### src/common/dma_pkg.sv
// shared constants and types for the peripheral ram dma channel
package dma_pkg;
  // ---------------------------------------------------------------
  // register offsets
  // ---------------------------------------------------------------
  localparam logic [7:0] RD_PTR_OFS  = 8'h00;
  localparam logic [7:0] RD_MAX_OFS  = 8'h04;
  localparam logic [7:0] RD_AMT_OFS  = 8'h08;
  localparam logic [7:0] RD_LIST_OFS = 8'h0c;
  localparam logic [7:0] WR_PTR_OFS  = 8'h10;
  localparam logic [7:0] WR_MAX_OFS  = 8'h14;
  localparam logic [7:0] WR_AMT_OFS  = 8'h18;
  localparam logic [7:0] WR_LIST_OFS = 8'h1c;
  localparam logic [7:0] TASK_OFS    = 8'h20;
  localparam logic [7:0] CFG_OFS     = 8'h24;
  localparam logic [7:0] STAT_OFS    = 8'h28;
  localparam logic [7:0] DROP_OFS    = 8'h2c;
  // ---------------------------------------------------------------
  // field positions and reset values
  // ---------------------------------------------------------------
  localparam int TASK_RD_START = 0;
  localparam int TASK_WR_START = 1;
  localparam int TASK_STOP     = 2;
  localparam int CFG_DROP      = 0;
  localparam int ST_RD_BUSY    = 0;
  localparam int ST_WR_BUSY    = 1;
  localparam int ST_RD_END     = 2;
  localparam int ST_WR_END     = 3;
  localparam int ST_RD_FAULT   = 4;
  localparam int ST_WR_FAULT   = 5;
  localparam logic [31:0] PTR_RST  = 32'h0000_0000;
  localparam logic [31:0] RAM_BASE = 32'h2000_0000;
  localparam logic [31:0] RAM_SIZE = 32'h0001_0000;
  // ---------------------------------------------------------------
  // bus encodings and states
  // ---------------------------------------------------------------
  localparam logic [1:0] TR_IDLE   = 2'h0;
  localparam logic [1:0] TR_NONSEQ = 2'h2;
  localparam logic [2:0] SZ_BYTE   = 3'h0;
  localparam logic [2:0] BU_SINGLE = 3'h0;
  typedef enum logic [1:0] {M_IDLE, M_ADDR, M_DATA} mst_state_type;

  // address lies inside the data ram window
  function automatic logic in_ram(input logic [31:0] a, input logic [31:0] b, input logic [31:0] s);
    in_ram = (a >= b) && ((a - b) < s);
  endfunction
endpackage

### src/hdl/dma_chan.sv
// one dma channel: working address, remaining and moved byte counts
`timescale 1ns/1ps
module dma_chan #(
  parameter int CNT_W = 16
) (
  input  wire logic             clk,
  input  wire logic             rst_n,
  input  wire logic             start,
  input  wire logic             stop,
  input  wire logic             fault,
  input  wire logic             beat,
  input  wire logic             list_en,
  input  wire logic             ptr_wr,
  input  wire logic [31:0]      ptr,
  input  wire logic [CNT_W-1:0] max_byte_count,
  output logic [31:0]           addr,
  output logic [CNT_W-1:0]      transferred_byte_count,
  output logic                  busy,
  output logic                  done
);
  logic [31:0]      next_q;
  logic [31:0]      base;
  logic [CNT_W-1:0] left_q;

  // item start: fixed pointer, or the next item in list mode
  assign base = list_en ? next_q : ptr;

  // ---------------------------------------------------------------
  // list cursor
  // ---------------------------------------------------------------
  always_ff @(posedge clk or negedge rst_n) begin
    if (!rst_n) begin
      next_q <= dma_pkg::PTR_RST;
    end else if (start) begin
      next_q <= base + 32'(max_byte_count);
    end else if (ptr_wr) begin
      next_q <= ptr;
    end
  end

  // ---------------------------------------------------------------
  // transfer progress
  // ---------------------------------------------------------------
  always_ff @(posedge clk or negedge rst_n) begin
    if (!rst_n) begin
      addr   <= dma_pkg::PTR_RST;
      left_q <= '0;
      transferred_byte_count <= '0;
      busy   <= 1'b0;
      done   <= 1'b0;
    end else begin
      done <= 1'b0;
      if (start) begin
        addr   <= base;
        left_q <= max_byte_count;
        transferred_byte_count <= '0;
        busy   <= (max_byte_count != '0);
        done   <= (max_byte_count == '0);
      end else if (busy && beat) begin
        addr   <= addr + 32'h1;
        left_q <= left_q - 1'b1;
        transferred_byte_count <= transferred_byte_count + 1'b1;
        busy   <= (left_q != CNT_W'(1));
        done   <= (left_q == CNT_W'(1));
      end else if (busy && (stop || fault)) begin
        busy <= 1'b0;
        done <= 1'b1;
      end
    end
  end
endmodule // dma_chan

### src/hdl/ahb_byte_port.sv
// single byte ahb-lite master port shared by the channels
`timescale 1ns/1ps
module ahb_byte_port (
  input  wire logic        clk,
  input  wire logic        rst_n,
  input  wire logic        req,
  input  wire logic        req_wr,
  input  wire logic [31:0] req_addr,
  input  wire logic [7:0]  req_data,
  output logic             idle,
  output logic             done,
  output logic             err,
  output logic [7:0]       rdata,
  output logic [31:0]      haddr,
  output logic [1:0]       htrans,
  output logic             hwrite,
  output logic [31:0]      hwdata,
  input  wire logic [31:0] hrdata,
  input  wire logic        hready,
  input  wire logic        hresp
);
  dma_pkg::mst_state_type state_q;
  logic [7:0]             wbyte_q;

  assign idle  = (state_q == dma_pkg::M_IDLE);
  assign done  = (state_q == dma_pkg::M_DATA) && hready;
  assign err   = done && hresp;
  assign rdata = hrdata[8*haddr[1:0] +: 8];

  // ---------------------------------------------------------------
  // address and data phase sequencing
  // ---------------------------------------------------------------
  always_ff @(posedge clk or negedge rst_n) begin
    if (!rst_n) begin
      state_q <= dma_pkg::M_IDLE;
      haddr   <= '0;
      htrans  <= dma_pkg::TR_IDLE;
      hwrite  <= 1'b0;
      hwdata  <= '0;
      wbyte_q <= '0;
    end else begin
      unique case (state_q)
        dma_pkg::M_IDLE: if (req) begin
          haddr   <= req_addr;
          htrans  <= dma_pkg::TR_NONSEQ;
          hwrite  <= req_wr;
          wbyte_q <= req_data;
          state_q <= dma_pkg::M_ADDR;
        end
        dma_pkg::M_ADDR: if (hready) begin
          htrans  <= dma_pkg::TR_IDLE;
          hwdata  <= {4{wbyte_q}};
          state_q <= dma_pkg::M_DATA;
        end
        dma_pkg::M_DATA: if (hready) begin
          state_q <= dma_pkg::M_IDLE;
        end
      endcase
    end
  end
endmodule // ahb_byte_port

### src/hdl/peripheral_ram_dma_channel.sv
// peripheral ram dma: read and write channels over one ahb master
// Function
// - each channel is an ahb bus master reaching data ram directly; here both channels share one ahb master port.
// - no transfer ever addresses flash; only the data ram window.
// - independent read and write channels, each with own pointer and counts.
// - read fetches max byte count from pointer; write stores at most that.
// - after a transfer the moved byte count is readable.
// - pointer reset value need not address valid memory.
// - bad pointers may fault or corrupt ram; no pointer checking needed.
// - when the bus is busy the peripheral stalls or drops data.
// - list mode only in channels owning a list select register.
// - list mode keeps no next link; items lie back to back.
// - each list item is max byte count bytes; that count ends it.
// - the highest priority master wins; others stall until it completes.
// - a paused higher master lets a waiting lower master in meanwhile.
//
// Implementation choices: the register addresses and strobed register access.
`timescale 1ns/1ps
module peripheral_ram_dma_channel #(
  parameter int          CNT_W       = 16,
  parameter bit          RD_HAS_LIST = 1'b1,
  parameter bit          WR_HAS_LIST = 1'b0,
  parameter logic [31:0] RAM_LO      = dma_pkg::RAM_BASE,
  parameter logic [31:0] RAM_SZ      = dma_pkg::RAM_SIZE
) (
  input  wire logic        CLK,
  input  wire logic        RST_N,
  input  wire logic [7:0]  ADDR,
  input  wire logic [31:0] WDATA,
  input  wire logic        WR,
  input  wire logic        RD,
  output logic [31:0]      RDATA,
  output logic [7:0]       RD_DATA,
  output logic             RD_VALID,
  input  wire logic        RD_READY,
  input  wire logic [7:0]  WR_DATA,
  input  wire logic        WR_VALID,
  output logic             WR_READY,
  output logic [31:0]      HADDR,
  output logic [1:0]       HTRANS,
  output logic             HWRITE,
  output logic [2:0]       HSIZE,
  output logic [2:0]       HBURST,
  output logic [31:0]      HWDATA,
  input  wire logic [31:0] HRDATA,
  input  wire logic        HREADY,
  input  wire logic        HRESP
);
  // ---------------------------------------------------------------
  // declarations
  // ---------------------------------------------------------------
  logic [31:0]      rd_ptr_q, wr_ptr_q, rd_addr, wr_addr;
  logic [CNT_W-1:0] rd_max_q, wr_max_q, rd_amt, wr_amt;
  logic             rd_list_q, wr_list_q, drop_q, stop_q;
  logic             rd_busy, wr_busy, rd_done, wr_done;
  logic             rd_end_q, wr_end_q, rd_flt_q, wr_flt_q;
  logic [15:0]      drop_cnt_q;
  logic [7:0]       wr_byte_q;
  logic             wr_full_q, own_wr_q;
  logic             m_idle, m_done, m_err, m_req;
  logic [7:0]       m_rdata;
  logic             want_wr, want_rd, pick_wr, pick_ok;
  logic             rd_start, wr_start, rd_beat, wr_beat;
  logic             rd_flt, wr_flt, accept, drop;
  logic [31:0]      pick_addr;

  assign HSIZE  = dma_pkg::SZ_BYTE;
  assign HBURST = dma_pkg::BU_SINGLE;

  // ---------------------------------------------------------------
  // register writes
  // ---------------------------------------------------------------
  always_ff @(posedge CLK or negedge RST_N) begin
    if (!RST_N) begin
      rd_ptr_q  <= dma_pkg::PTR_RST;
      wr_ptr_q  <= dma_pkg::PTR_RST;
      rd_max_q  <= '0;
      wr_max_q  <= '0;
      rd_list_q <= 1'b0;
      wr_list_q <= 1'b0;
      drop_q    <= 1'b0;
    end else if (WR) begin
      unique case (ADDR)
        dma_pkg::RD_PTR_OFS:  rd_ptr_q  <= WDATA;
        dma_pkg::RD_MAX_OFS:  rd_max_q  <= WDATA[CNT_W-1:0];
        dma_pkg::RD_LIST_OFS: rd_list_q <= WDATA[0] & RD_HAS_LIST;
        dma_pkg::WR_PTR_OFS:  wr_ptr_q  <= WDATA;
        dma_pkg::WR_MAX_OFS:  wr_max_q  <= WDATA[CNT_W-1:0];
        dma_pkg::WR_LIST_OFS: wr_list_q <= WDATA[0] & WR_HAS_LIST;
        dma_pkg::CFG_OFS:     drop_q    <= WDATA[dma_pkg::CFG_DROP];
        default: ;
      endcase
    end
  end

  // start strobes from the task register
  assign rd_start = WR && ADDR == dma_pkg::TASK_OFS && WDATA[dma_pkg::TASK_RD_START];
  assign wr_start = WR && ADDR == dma_pkg::TASK_OFS && WDATA[dma_pkg::TASK_WR_START];

  // stop waits until no beat is on the bus
  always_ff @(posedge CLK or negedge RST_N) begin
    if (!RST_N) begin
      stop_q <= 1'b0;
    end else if (WR && ADDR == dma_pkg::TASK_OFS && WDATA[dma_pkg::TASK_STOP]) begin
      stop_q <= 1'b1;
    end else if (m_idle) begin
      stop_q <= 1'b0;
    end
  end

  // ---------------------------------------------------------------
  // the two channels
  // ---------------------------------------------------------------
  dma_chan #(.CNT_W(CNT_W)) u_rd (
    .clk    (CLK),
    .rst_n  (RST_N),
    .start  (rd_start),
    .stop   (stop_q && m_idle),
    .fault  (rd_flt),
    .beat   (rd_beat),
    .list_en(rd_list_q),
    .ptr_wr (WR && ADDR == dma_pkg::RD_PTR_OFS),
    .ptr    ((WR && ADDR == dma_pkg::RD_PTR_OFS) ? WDATA : rd_ptr_q), // the list cursor loads the pointer being written
    .max_byte_count (rd_max_q),
    .addr   (rd_addr),
    .transferred_byte_count (rd_amt),
    .busy   (rd_busy),
    .done   (rd_done)
  );

  dma_chan #(.CNT_W(CNT_W)) u_wr (
    .clk    (CLK),
    .rst_n  (RST_N),
    .start  (wr_start),
    .stop   (stop_q && m_idle),
    .fault  (wr_flt),
    .beat   (wr_beat),
    .list_en(wr_list_q),
    .ptr_wr (WR && ADDR == dma_pkg::WR_PTR_OFS),
    .ptr    ((WR && ADDR == dma_pkg::WR_PTR_OFS) ? WDATA : wr_ptr_q), // the list cursor loads the pointer being written
    .max_byte_count (wr_max_q),
    .addr   (wr_addr),
    .transferred_byte_count (wr_amt),
    .busy   (wr_busy),
    .done   (wr_done)
  );

  // ---------------------------------------------------------------
  // bus request selection, write channel first
  // ---------------------------------------------------------------
  assign want_wr   = wr_busy && wr_full_q && !stop_q;
  assign want_rd   = rd_busy && !RD_VALID && !stop_q;
  assign pick_wr   = want_wr;
  assign pick_addr = pick_wr ? wr_addr : rd_addr;
  assign pick_ok   = dma_pkg::in_ram(pick_addr, RAM_LO, RAM_SZ);
  assign m_req     = m_idle && (want_wr || want_rd) && pick_ok;
  assign rd_flt    = (m_idle && !pick_wr && want_rd && !pick_ok) || (m_err && !own_wr_q);
  assign wr_flt    = (m_idle && pick_wr && !pick_ok) || (m_err && own_wr_q);
  assign rd_beat   = m_done && !m_err && !own_wr_q;
  assign wr_beat   = m_done && !m_err && own_wr_q;

  // owner of the beat in flight
  always_ff @(posedge CLK or negedge RST_N) begin
    if (!RST_N) begin
      own_wr_q <= 1'b0;
    end else if (m_req) begin
      own_wr_q <= pick_wr;
    end
  end

  ahb_byte_port u_port (
    .clk     (CLK),
    .rst_n   (RST_N),
    .req     (m_req),
    .req_wr  (pick_wr),
    .req_addr(pick_addr),
    .req_data(wr_byte_q),
    .idle    (m_idle),
    .done    (m_done),
    .err     (m_err),
    .rdata   (m_rdata),
    .haddr   (HADDR),
    .htrans  (HTRANS),
    .hwrite  (HWRITE),
    .hwdata  (HWDATA),
    .hrdata  (HRDATA),
    .hready  (HREADY),
    .hresp   (HRESP)
  );

  // ---------------------------------------------------------------
  // peripheral side byte streams
  // ---------------------------------------------------------------
  // fetched byte waits for the peripheral
  always_ff @(posedge CLK or negedge RST_N) begin
    if (!RST_N) begin
      RD_DATA  <= '0;
      RD_VALID <= 1'b0;
    end else if (rd_beat) begin
      RD_DATA  <= m_rdata;
      RD_VALID <= 1'b1;
    end else if (RD_READY) begin
      RD_VALID <= 1'b0;
    end
  end

  // stall mode refuses bytes; drop mode takes and loses them
  assign WR_READY = wr_busy && (drop_q || !wr_full_q);
  assign accept   = WR_VALID && wr_busy && !wr_full_q;
  assign drop     = WR_VALID && wr_busy && wr_full_q && drop_q;

  always_ff @(posedge CLK or negedge RST_N) begin
    if (!RST_N) begin
      wr_byte_q <= '0;
      wr_full_q <= 1'b0;
    end else if (accept) begin
      wr_byte_q <= WR_DATA;
      wr_full_q <= 1'b1;
    end else if (wr_beat || wr_flt || !wr_busy) begin
      wr_full_q <= 1'b0;
    end
  end

  always_ff @(posedge CLK or negedge RST_N) begin
    if (!RST_N) begin
      drop_cnt_q <= '0;
    end else if (drop) begin
      drop_cnt_q <= drop_cnt_q + 16'h1;
    end
  end

  // ---------------------------------------------------------------
  // sticky status, write one to clear, set wins
  // ---------------------------------------------------------------
  always_ff @(posedge CLK or negedge RST_N) begin
    if (!RST_N) begin
      rd_end_q <= 1'b0;
      wr_end_q <= 1'b0;
      rd_flt_q <= 1'b0;
      wr_flt_q <= 1'b0;
    end else begin
      if (WR && ADDR == dma_pkg::STAT_OFS) begin
        rd_end_q <= rd_end_q & ~WDATA[dma_pkg::ST_RD_END];
        wr_end_q <= wr_end_q & ~WDATA[dma_pkg::ST_WR_END];
        rd_flt_q <= rd_flt_q & ~WDATA[dma_pkg::ST_RD_FAULT];
        wr_flt_q <= wr_flt_q & ~WDATA[dma_pkg::ST_WR_FAULT];
      end
      if (rd_done) rd_end_q <= 1'b1;
      if (wr_done) wr_end_q <= 1'b1;
      if (rd_flt && rd_busy) rd_flt_q <= 1'b1;
      if (wr_flt && wr_busy) wr_flt_q <= 1'b1;
    end
  end

  // ---------------------------------------------------------------
  // register reads, data in the next cycle
  // ---------------------------------------------------------------
  always_ff @(posedge CLK or negedge RST_N) begin
    if (!RST_N) begin
      RDATA <= '0;
    end else if (RD) begin
      unique case (ADDR)
        dma_pkg::RD_PTR_OFS:  RDATA <= rd_ptr_q;
        dma_pkg::RD_MAX_OFS:  RDATA <= 32'(rd_max_q);
        dma_pkg::RD_AMT_OFS:  RDATA <= 32'(rd_amt);
        dma_pkg::RD_LIST_OFS: RDATA <= {31'h0, rd_list_q};
        dma_pkg::WR_PTR_OFS:  RDATA <= wr_ptr_q;
        dma_pkg::WR_MAX_OFS:  RDATA <= 32'(wr_max_q);
        dma_pkg::WR_AMT_OFS:  RDATA <= 32'(wr_amt);
        dma_pkg::WR_LIST_OFS: RDATA <= {31'h0, wr_list_q};
        dma_pkg::CFG_OFS:     RDATA <= {31'h0, drop_q};
        dma_pkg::STAT_OFS:    RDATA <= {26'h0, wr_flt_q, rd_flt_q, wr_end_q, rd_end_q, wr_busy, rd_busy};
        dma_pkg::DROP_OFS:    RDATA <= {16'h0, drop_cnt_q};
        default:              RDATA <= '0;
      endcase
    end
  end
endmodule // peripheral_ram_dma_channel

### config.mk
export PLATFORM = sky130hd
export DESIGN_NAME = peripheral_ram_dma_channel
export DESIGN_NICKNAME = d
export VERILOG_FILES = /design/src/common/dma_pkg.sv /design/src/hdl/dma_chan.sv /design/src/hdl/ahb_byte_port.sv /design/src/hdl/peripheral_ram_dma_channel.sv
export SDC_FILE = /design/constraint.sdc
export NUM_CORES = 1
export LEC_CHECK = 0
export CORE_MARGIN = 1.5
export CORE_UTILIZATION = 35
export DETAILED_ROUTE_END_ITERATION = 16
export DONT_BUFFER_PORTS = 1
export GPL_TIMING_DRIVEN = 0
export PLACE_DENSITY = 0.5
export SLEW_MARGIN = 20
export SYNTH_ARGS = -nofsm -noshare
export SYNTH_HDL_FRONTEND = slang
export SYNTH_SLANG_ARGS = --single-unit
### constraint.sdc
create_clock -name CLK -period 12.66 [get_ports CLK]
set_clock_uncertainty 0.15 [all_clocks]
set_input_delay 1.266 -clock CLK [delete_from_list [all_inputs] [get_ports CLK]]
set_output_delay 1.266 -clock CLK [all_outputs]
set_load 0.1 [all_outputs]
==> run metrics, run 1 <==
Fin Setup TNS 0 ns; Via density 5.62; Tmin final 6.31 ns; Min Hold Slack 0.238 ns; Final Hold Fails 0; post-synth top area cell dfrtp_1; worst setup path category in2reg; # clock sinks 386; fraction of layout cells with a size suffix above 1 0.119; IO Port Bufs 0; clock buffer count from CTS 46; core footprint 55400 um2; Synth area leaders dfrtp_1 49%, mux2_2 6.9%, nand2_1 5.9%; post-DP HPWL 51500 um; Post-CTS Resized 0; Slew headroom 0.272; share of the synthesized area in the top cell type 0.488; initial antenna violation count 0; antenna-violating nets left 0; Starting Density 0.357; Slew Viols, Final 0; GRT overflow 0; GRT Overall Usage 0.239; area post-placement 20700 um2; RSZ-0062 raised after global routing no; Power Dens Cells 137 nW/um2; ys async rst share 1.00; actual slew at the worst max-slew pin 1.09 ns; Critical Path AT 6.59 ns; die height 241 um; number of distinct library cells after synthesis 68; max cap viols 0; fin area 22300 um2; Mapped Cells 1997; Post-CTS Setup Bufs 0; worst hold-check path type in2async; DRT Pass-1 Iters 6; CP startpoint kind input port; Seq cells post-synth 386; row cnt 86; post-route insts no fill 2837; maximum vdd drop 0.0859 mV; drt drc 0; global-route wire length before repair 103000 um; Clock Latency Late Sink 0.59 ns; number of synthesized flops with an enable pin 0; Post-Syn Area per Cell 9.90 um2; Tot Pwr 3.05 mW; Mapped Area 19800 um2; CP Max Fanout 10; Die X 241 um; cell depth of the worst flop-to-flop path 14; largest net degree at the start of global routing 387; P&R area growth vs syn 12.8%; CTS tree done; Routed WL 69300 um; Post-synth top flop dfrtp_1; initial DRC count 1674; WL/cell 24.4 um; fin crit share 0.499; global placement routability congestion 0.933; total number of vias 16000; io pins 203; critical path endpoint category flip-flop; full die area 57900 um2; CTS Hold Buffers Added 0; warnings from Yosys 0; Leakage Power 9.83 nW; Reg clk slew, reported paths 0.06 ns; placed insts 2751; Critical Path RT 12.94 ns; CP Launch Point ADDR[1]; endpoints failing setup 0; Max Freq 0.158 GHz; register area share after synthesis 0.488; H-tree Lvls 2; nets 2169; status completed; Worst R2R Start rd_list_q; Clock Tree Buf Depth 3; Root Buffer clkbuf_16; vias in the first global route 16000
==> area by class of cell <==
| cell class | count | area, um2 |
|---|---|---|
| fillers | 5413 | 33100 |
| multi-input cells | 1428 | 9320 |
| diodes | 2 | 5.00 |
| inverters | 58 | 218 |
| plain buffers | 131 | 617 |
| clock inverters | 18 | 240 |
| flip-flops and latches | 386 | 9660 |
| clock buffers | 66 | 1320 |
| well taps | 748 | 936 |
==> cell families after synthesis <==
family / share of synthesized area
AND/OR/NAND/NOR: 0.170
AO/OA/AOI/OAI: 0.125
flip-flops: 0.488
buffers and inverters: 0.0422
multiplexers: 0.0917
XOR/XNOR: 0.0625
adder cells (fa/ha/maj): 0.0194
other: 0.000190
==> Yosys cell counts (all sizes together), types with 9 or more instances <==
cell type and count:
nand4 39, mux2i 26, a222oi 19, mux2 122, and2 23, nor2b 9, o22ai 37, xnor2 67
and4 9, a22oi 32, nand2 310, o21ai 137, buf 48, nor3 33, a31oi 22, clkbuf 83
nor2 105, a21oi 50, xor2 74, and3 38, a211oi 9, dfrtp 386, o31ai 12, or3 21
ha 29, a21o 15, nand3 51, a221oi 13, inv 57, nor4 28
==> registers in the layout, summed over array words and instances (netlist names), 2 cells and up <==
signal	count
RDATA	32
RD_DATA	8
drop_cnt_q	16
rd_max_q	16
rd_ptr_q	32
u_port.haddr	32
u_port.hwdata	8
u_port.state_q	2
u_port.wbyte_q	8
u_rd.addr	32
u_rd.left_q	16
u_rd.next_q	32
u_rd.transferred_byte_count	16
u_wr.addr	32
u_wr.left_q	16
u_wr.transferred_byte_count	16
wr_byte_q	8
wr_max_q	16
wr_ptr_q	32
==> metrics by stage <==
step                worst slack [ns]   util
finish                          6.35  0.403
global route                    5.93  0.402
CTS                             6.43  0.402
detailed placement              5.84  0.374
global placement                5.86  0.374
floorplan                       7.11      -
==> final timing paths <==
path	end	slack [ns]
min reg2reg	rd_end_q	0.28
max reg2reg	u_rd.next_q[25]	6.54
max	u_rd.next_q[30]	6.35
max in group asynchronous	u_rd.next_q[18]	11.67
min in group CLK	rd_end_q	0.28
min	u_port.hwdata[26]	0.24
==> critical path: stages <==
cell and delay [ns]:
or4_1 0.54, buf_2 0.20, nor3_1 0.52, buf_2 0.39, buf_1 0.43, nand2_1 0.11, nand2_1 0.09, mux2_2 0.17
ha_1 0.20, inv_1 0.07, fa_1 0.37, nor2b_1 0.21, o31ai_1 0.18, a211oi_1 0.51, o21bai_1 0.20, and2_1 0.17
clkbuf_1 0.19, o41ai_1 0.59, a31oi_1 0.17
==> placed cells by master (no fill, tap or decap), types with 19 or more instances in the layout <==
cell type,instances
dfrtp_1,386
nand2_1,310
o21ai_0,134
mux2_2,122
nor2_1,105
clkbuf_1,94
xor2_1,74
xnor2_1,67
inv_1,57
nand3_1,51
a21oi_1,50
clkbuf_16,46
nand4_1,39
and3_1,38
o22ai_1,37
nor3_1,33
buf_4,32
a22oi_1,32
ha_1,29
nor4_1,27
mux2i_1,26
and2_1,23
a31oi_1,22
or3_1,21
a222oi_1,19
==> power by group <==
group	switching [mW]	leakage (nW)	internal [mW]	total (mW)
sequential	0.162	5.30	1.29	1.45
combinational	0.125	3.76	0.0922	0.217
clock	0.554	0.767	0.827	1.38
==> layer usage <==
metal | vias to the layer above | part of all wire | track usage
met5 | - | 0 | 0
met4 | 0 | 0.040 | 0.105
met3 | 133 | 0.072 | 0.0395
met2 | 615 | 0.45 | 0.374
met1 | 7994 | 0.44 | 0.326
li1 | 7208 | - | -
Note: power is estimated with default switching activity, not from simulation.
==> inputs of run 2 (changes only) <==
clock period = 6.3 ns   (was 12.66 ns; I/O delays follow)
==> run 2 against run 1 <==
Effect of this change: the run now ends with negative hold slack left; cell count grew 0.11%; sequential share of layout area shrank 0.085 points; total power grew 100%; global-route usage grew 0.10 points; flip-flop and latch count is the same; hold slack lost 0.63 ns; core utilization grew 0.079 points; critical endpoint unchanged.
==> run metrics, run 2 (same netlist as run 1, synthesis figures left out) <==
status complete, but fails checks; failing checks negative hold slack; DRT Pass-1 Iters 5 (-1); GRT overflow 0 (unchanged); fraction of layout cells with a size suffix above 1 0.120 (+0.00121); io pins 203 (unchanged); initial DRC count 1543 (-7.8%); maximum vdd drop 0.173 mV (+100%); full die area 57900 um2 (unchanged); area post-placement 20700 um2 (unchanged); cell depth of the worst flop-to-flop path 17 (+3); GRT Overall Usage 0.240 (+0.00104); # clock sinks 386 (unchanged); Clock Latency Late Sink 0.58 ns (about the same); clock buffer count from CTS 46 (unchanged); initial antenna violation count 0 (unchanged); antenna-violating nets left 0 (unchanged); P&R area growth vs syn 13.0%; total number of vias 16000 (+0.25%); fin crit share 0.911; Fin Setup TNS 0 ns (unchanged); die height 241 um (unchanged); most common cell after layout, fill and taps aside dfrtp_1; CP Max Fanout 10 (unchanged); CP startpoint kind flip-flop; Max Freq 0.174 GHz; largest net degree at the start of global routing 387 (unchanged); nets 2173 (+0.18%); Reg clk slew, reported paths 0.06 ns (about the same); RSZ-0062 raised after global routing no; H-tree Lvls 2 (unchanged); max cap viols 0 (unchanged); Critical Path AT 6.02 ns (-0.57 ns); Die X 241 um (unchanged); Root Buffer clkbuf_16; Critical Path RT 6.58 ns (-6.36 ns); drt drc 0 (unchanged); Min Hold Slack -0.397 ns (-0.635 ns); RR Endpoint u_rd.next_q[30]; Final Hold Fails 386 (+386); Starting Density 0.357 (unchanged); endpoints failing setup 0 (unchanged); Slew Viols, Final 0 (unchanged); Tmin final 5.74 ns; vias in the first global route 16000 (+0.10%); global-route wire length before repair 103000 um (+0.39%); fin area 22400 um2 (+0.20%); reg-to-reg slack, setup 0.56 ns (-5.98 ns); Clock Tree Buf Depth 3 (unchanged); worst hold-check path type in2async; CTS tree done; WL/cell 24.5 um (+0.22%); core footprint 55400 um2 (unchanged); actual slew at the worst max-slew pin 1.14 ns (+0.0479 ns); Via density 5.63 (+0.14%); global placement routability congestion 0.933 (unchanged); IO Port Bufs 0 (unchanged); Slew headroom 0.240 (-0.0320); Leakage Power 9.86 nW (+0.26%); worst setup path category reg2reg; Routed WL 69500 um (+0.32%); Post-CTS Setup Bufs 0 (unchanged); row cnt 86 (unchanged); post-DP HPWL 51500 um (unchanged); Worst R2R Start rd_list_q; Power Dens Cells 274 nW/um2 (+100%); CTS Hold Buffers Added 4 (+4); most frequent cells in the layout 386 x dfrtp_1, 310 x nand2_1, 134 x o21ai_0; critical path endpoint category flip-flop
run 2: cell count changes in the layout (fill, tap and decap cells not counted):
cell	change
clkbuf_2	+2
clkbuf_1	-2
dlygate4sd3_1	+4
diode_2	-1
o21ai_1	-1
o21ai_2	+1
run 2: report_power, final:
group	leakage, nW	switching (mW)	internal (mW)
clock network	0.767	1.12	1.66
registers	5.30	0.327	2.59
logic	3.79	0.251	0.188
run 2: how the worst max path moves through the flow:
stage               from              end  slack [ns]  cells after the start
3_3_place_gp     ADDR[4]  u_rd.next_q[30]        0.14                     19
5_1_grt        rd_list_q  u_rd.next_q[30]        0.15                     17
2_1_floorplan    ADDR[1]  u_rd.next_q[28]        1.38                     19
6_report       rd_list_q  u_rd.next_q[30]        0.56                     17
3_5_place_dp     ADDR[1]  u_rd.next_q[30]        0.12                     19
4_1_cts        rd_list_q  u_rd.next_q[25]        0.27                     14
run 2: layout make-up:
cell class | instances | area [um2]
fill | 5412 | 33100
sequential | 386 | 9660
multi-input combinational | 1428 | 9320
clock buffer | 66 | 1320
tap | 748 | 936
buffer | 131 | 619
clock inverter | 18 | 240
inverter | 58 | 218
timing repair buffer | 4 | 40.0
antenna | 1 | 2.50
run 2: metal layers:
metal  vias to the layer above  track usage  wire length, um
li1                       7217            -                -
met1                      8021        0.327            30400
met2                       624        0.378            31500
met3                       128       0.0387             4920
met4                         0        0.101             2680
met5                         -            0                0
run 2: repair_timing:
item | CTS | global route
hold endpoints to repair | 390 | 386
setup endpoints to repair | 0 | 7
resized for setup | 0 | 5
run 2: through the flow:
stage / setup slack (ns) / util / instances / hold slack (ns) / power, mW
6_report: 0.564 / 0.403 / 2840 / -0.397 / 6.13
5_1_grt: 0.148 / 0.403 / 2839 / -0.423 / 6.33
4_1_cts: 0.270 / 0.403 / 2839 / -0.420 / 6.19
3_5_place_dp: 0.116 / 0.374 / 2751 / 0.202 / 3.39
3_3_place_gp: 0.139 / 0.374 / 2751 / 0.202 / 3.38
2_1_floorplan: 1.38 / - / 2003 / 0.184 / 3.25
run 2: critical path: stages (launching register included):
cell      delay (ns)
dfrtp_1         0.41
clkbuf_1        0.30
inv_1           0.31
clkbuf_1        0.36
clkbuf_1        0.50
clkbuf_2        0.42
mux2_2          0.24
ha_1            0.20
inv_1           0.07
fa_1            0.37
nor2b_1         0.20
o31ai_1         0.18
a211oi_1        0.51
o21bai_1        0.20
and2_1          0.17
clkbuf_1        0.20
o41ai_1         0.59
a31oi_1         0.17
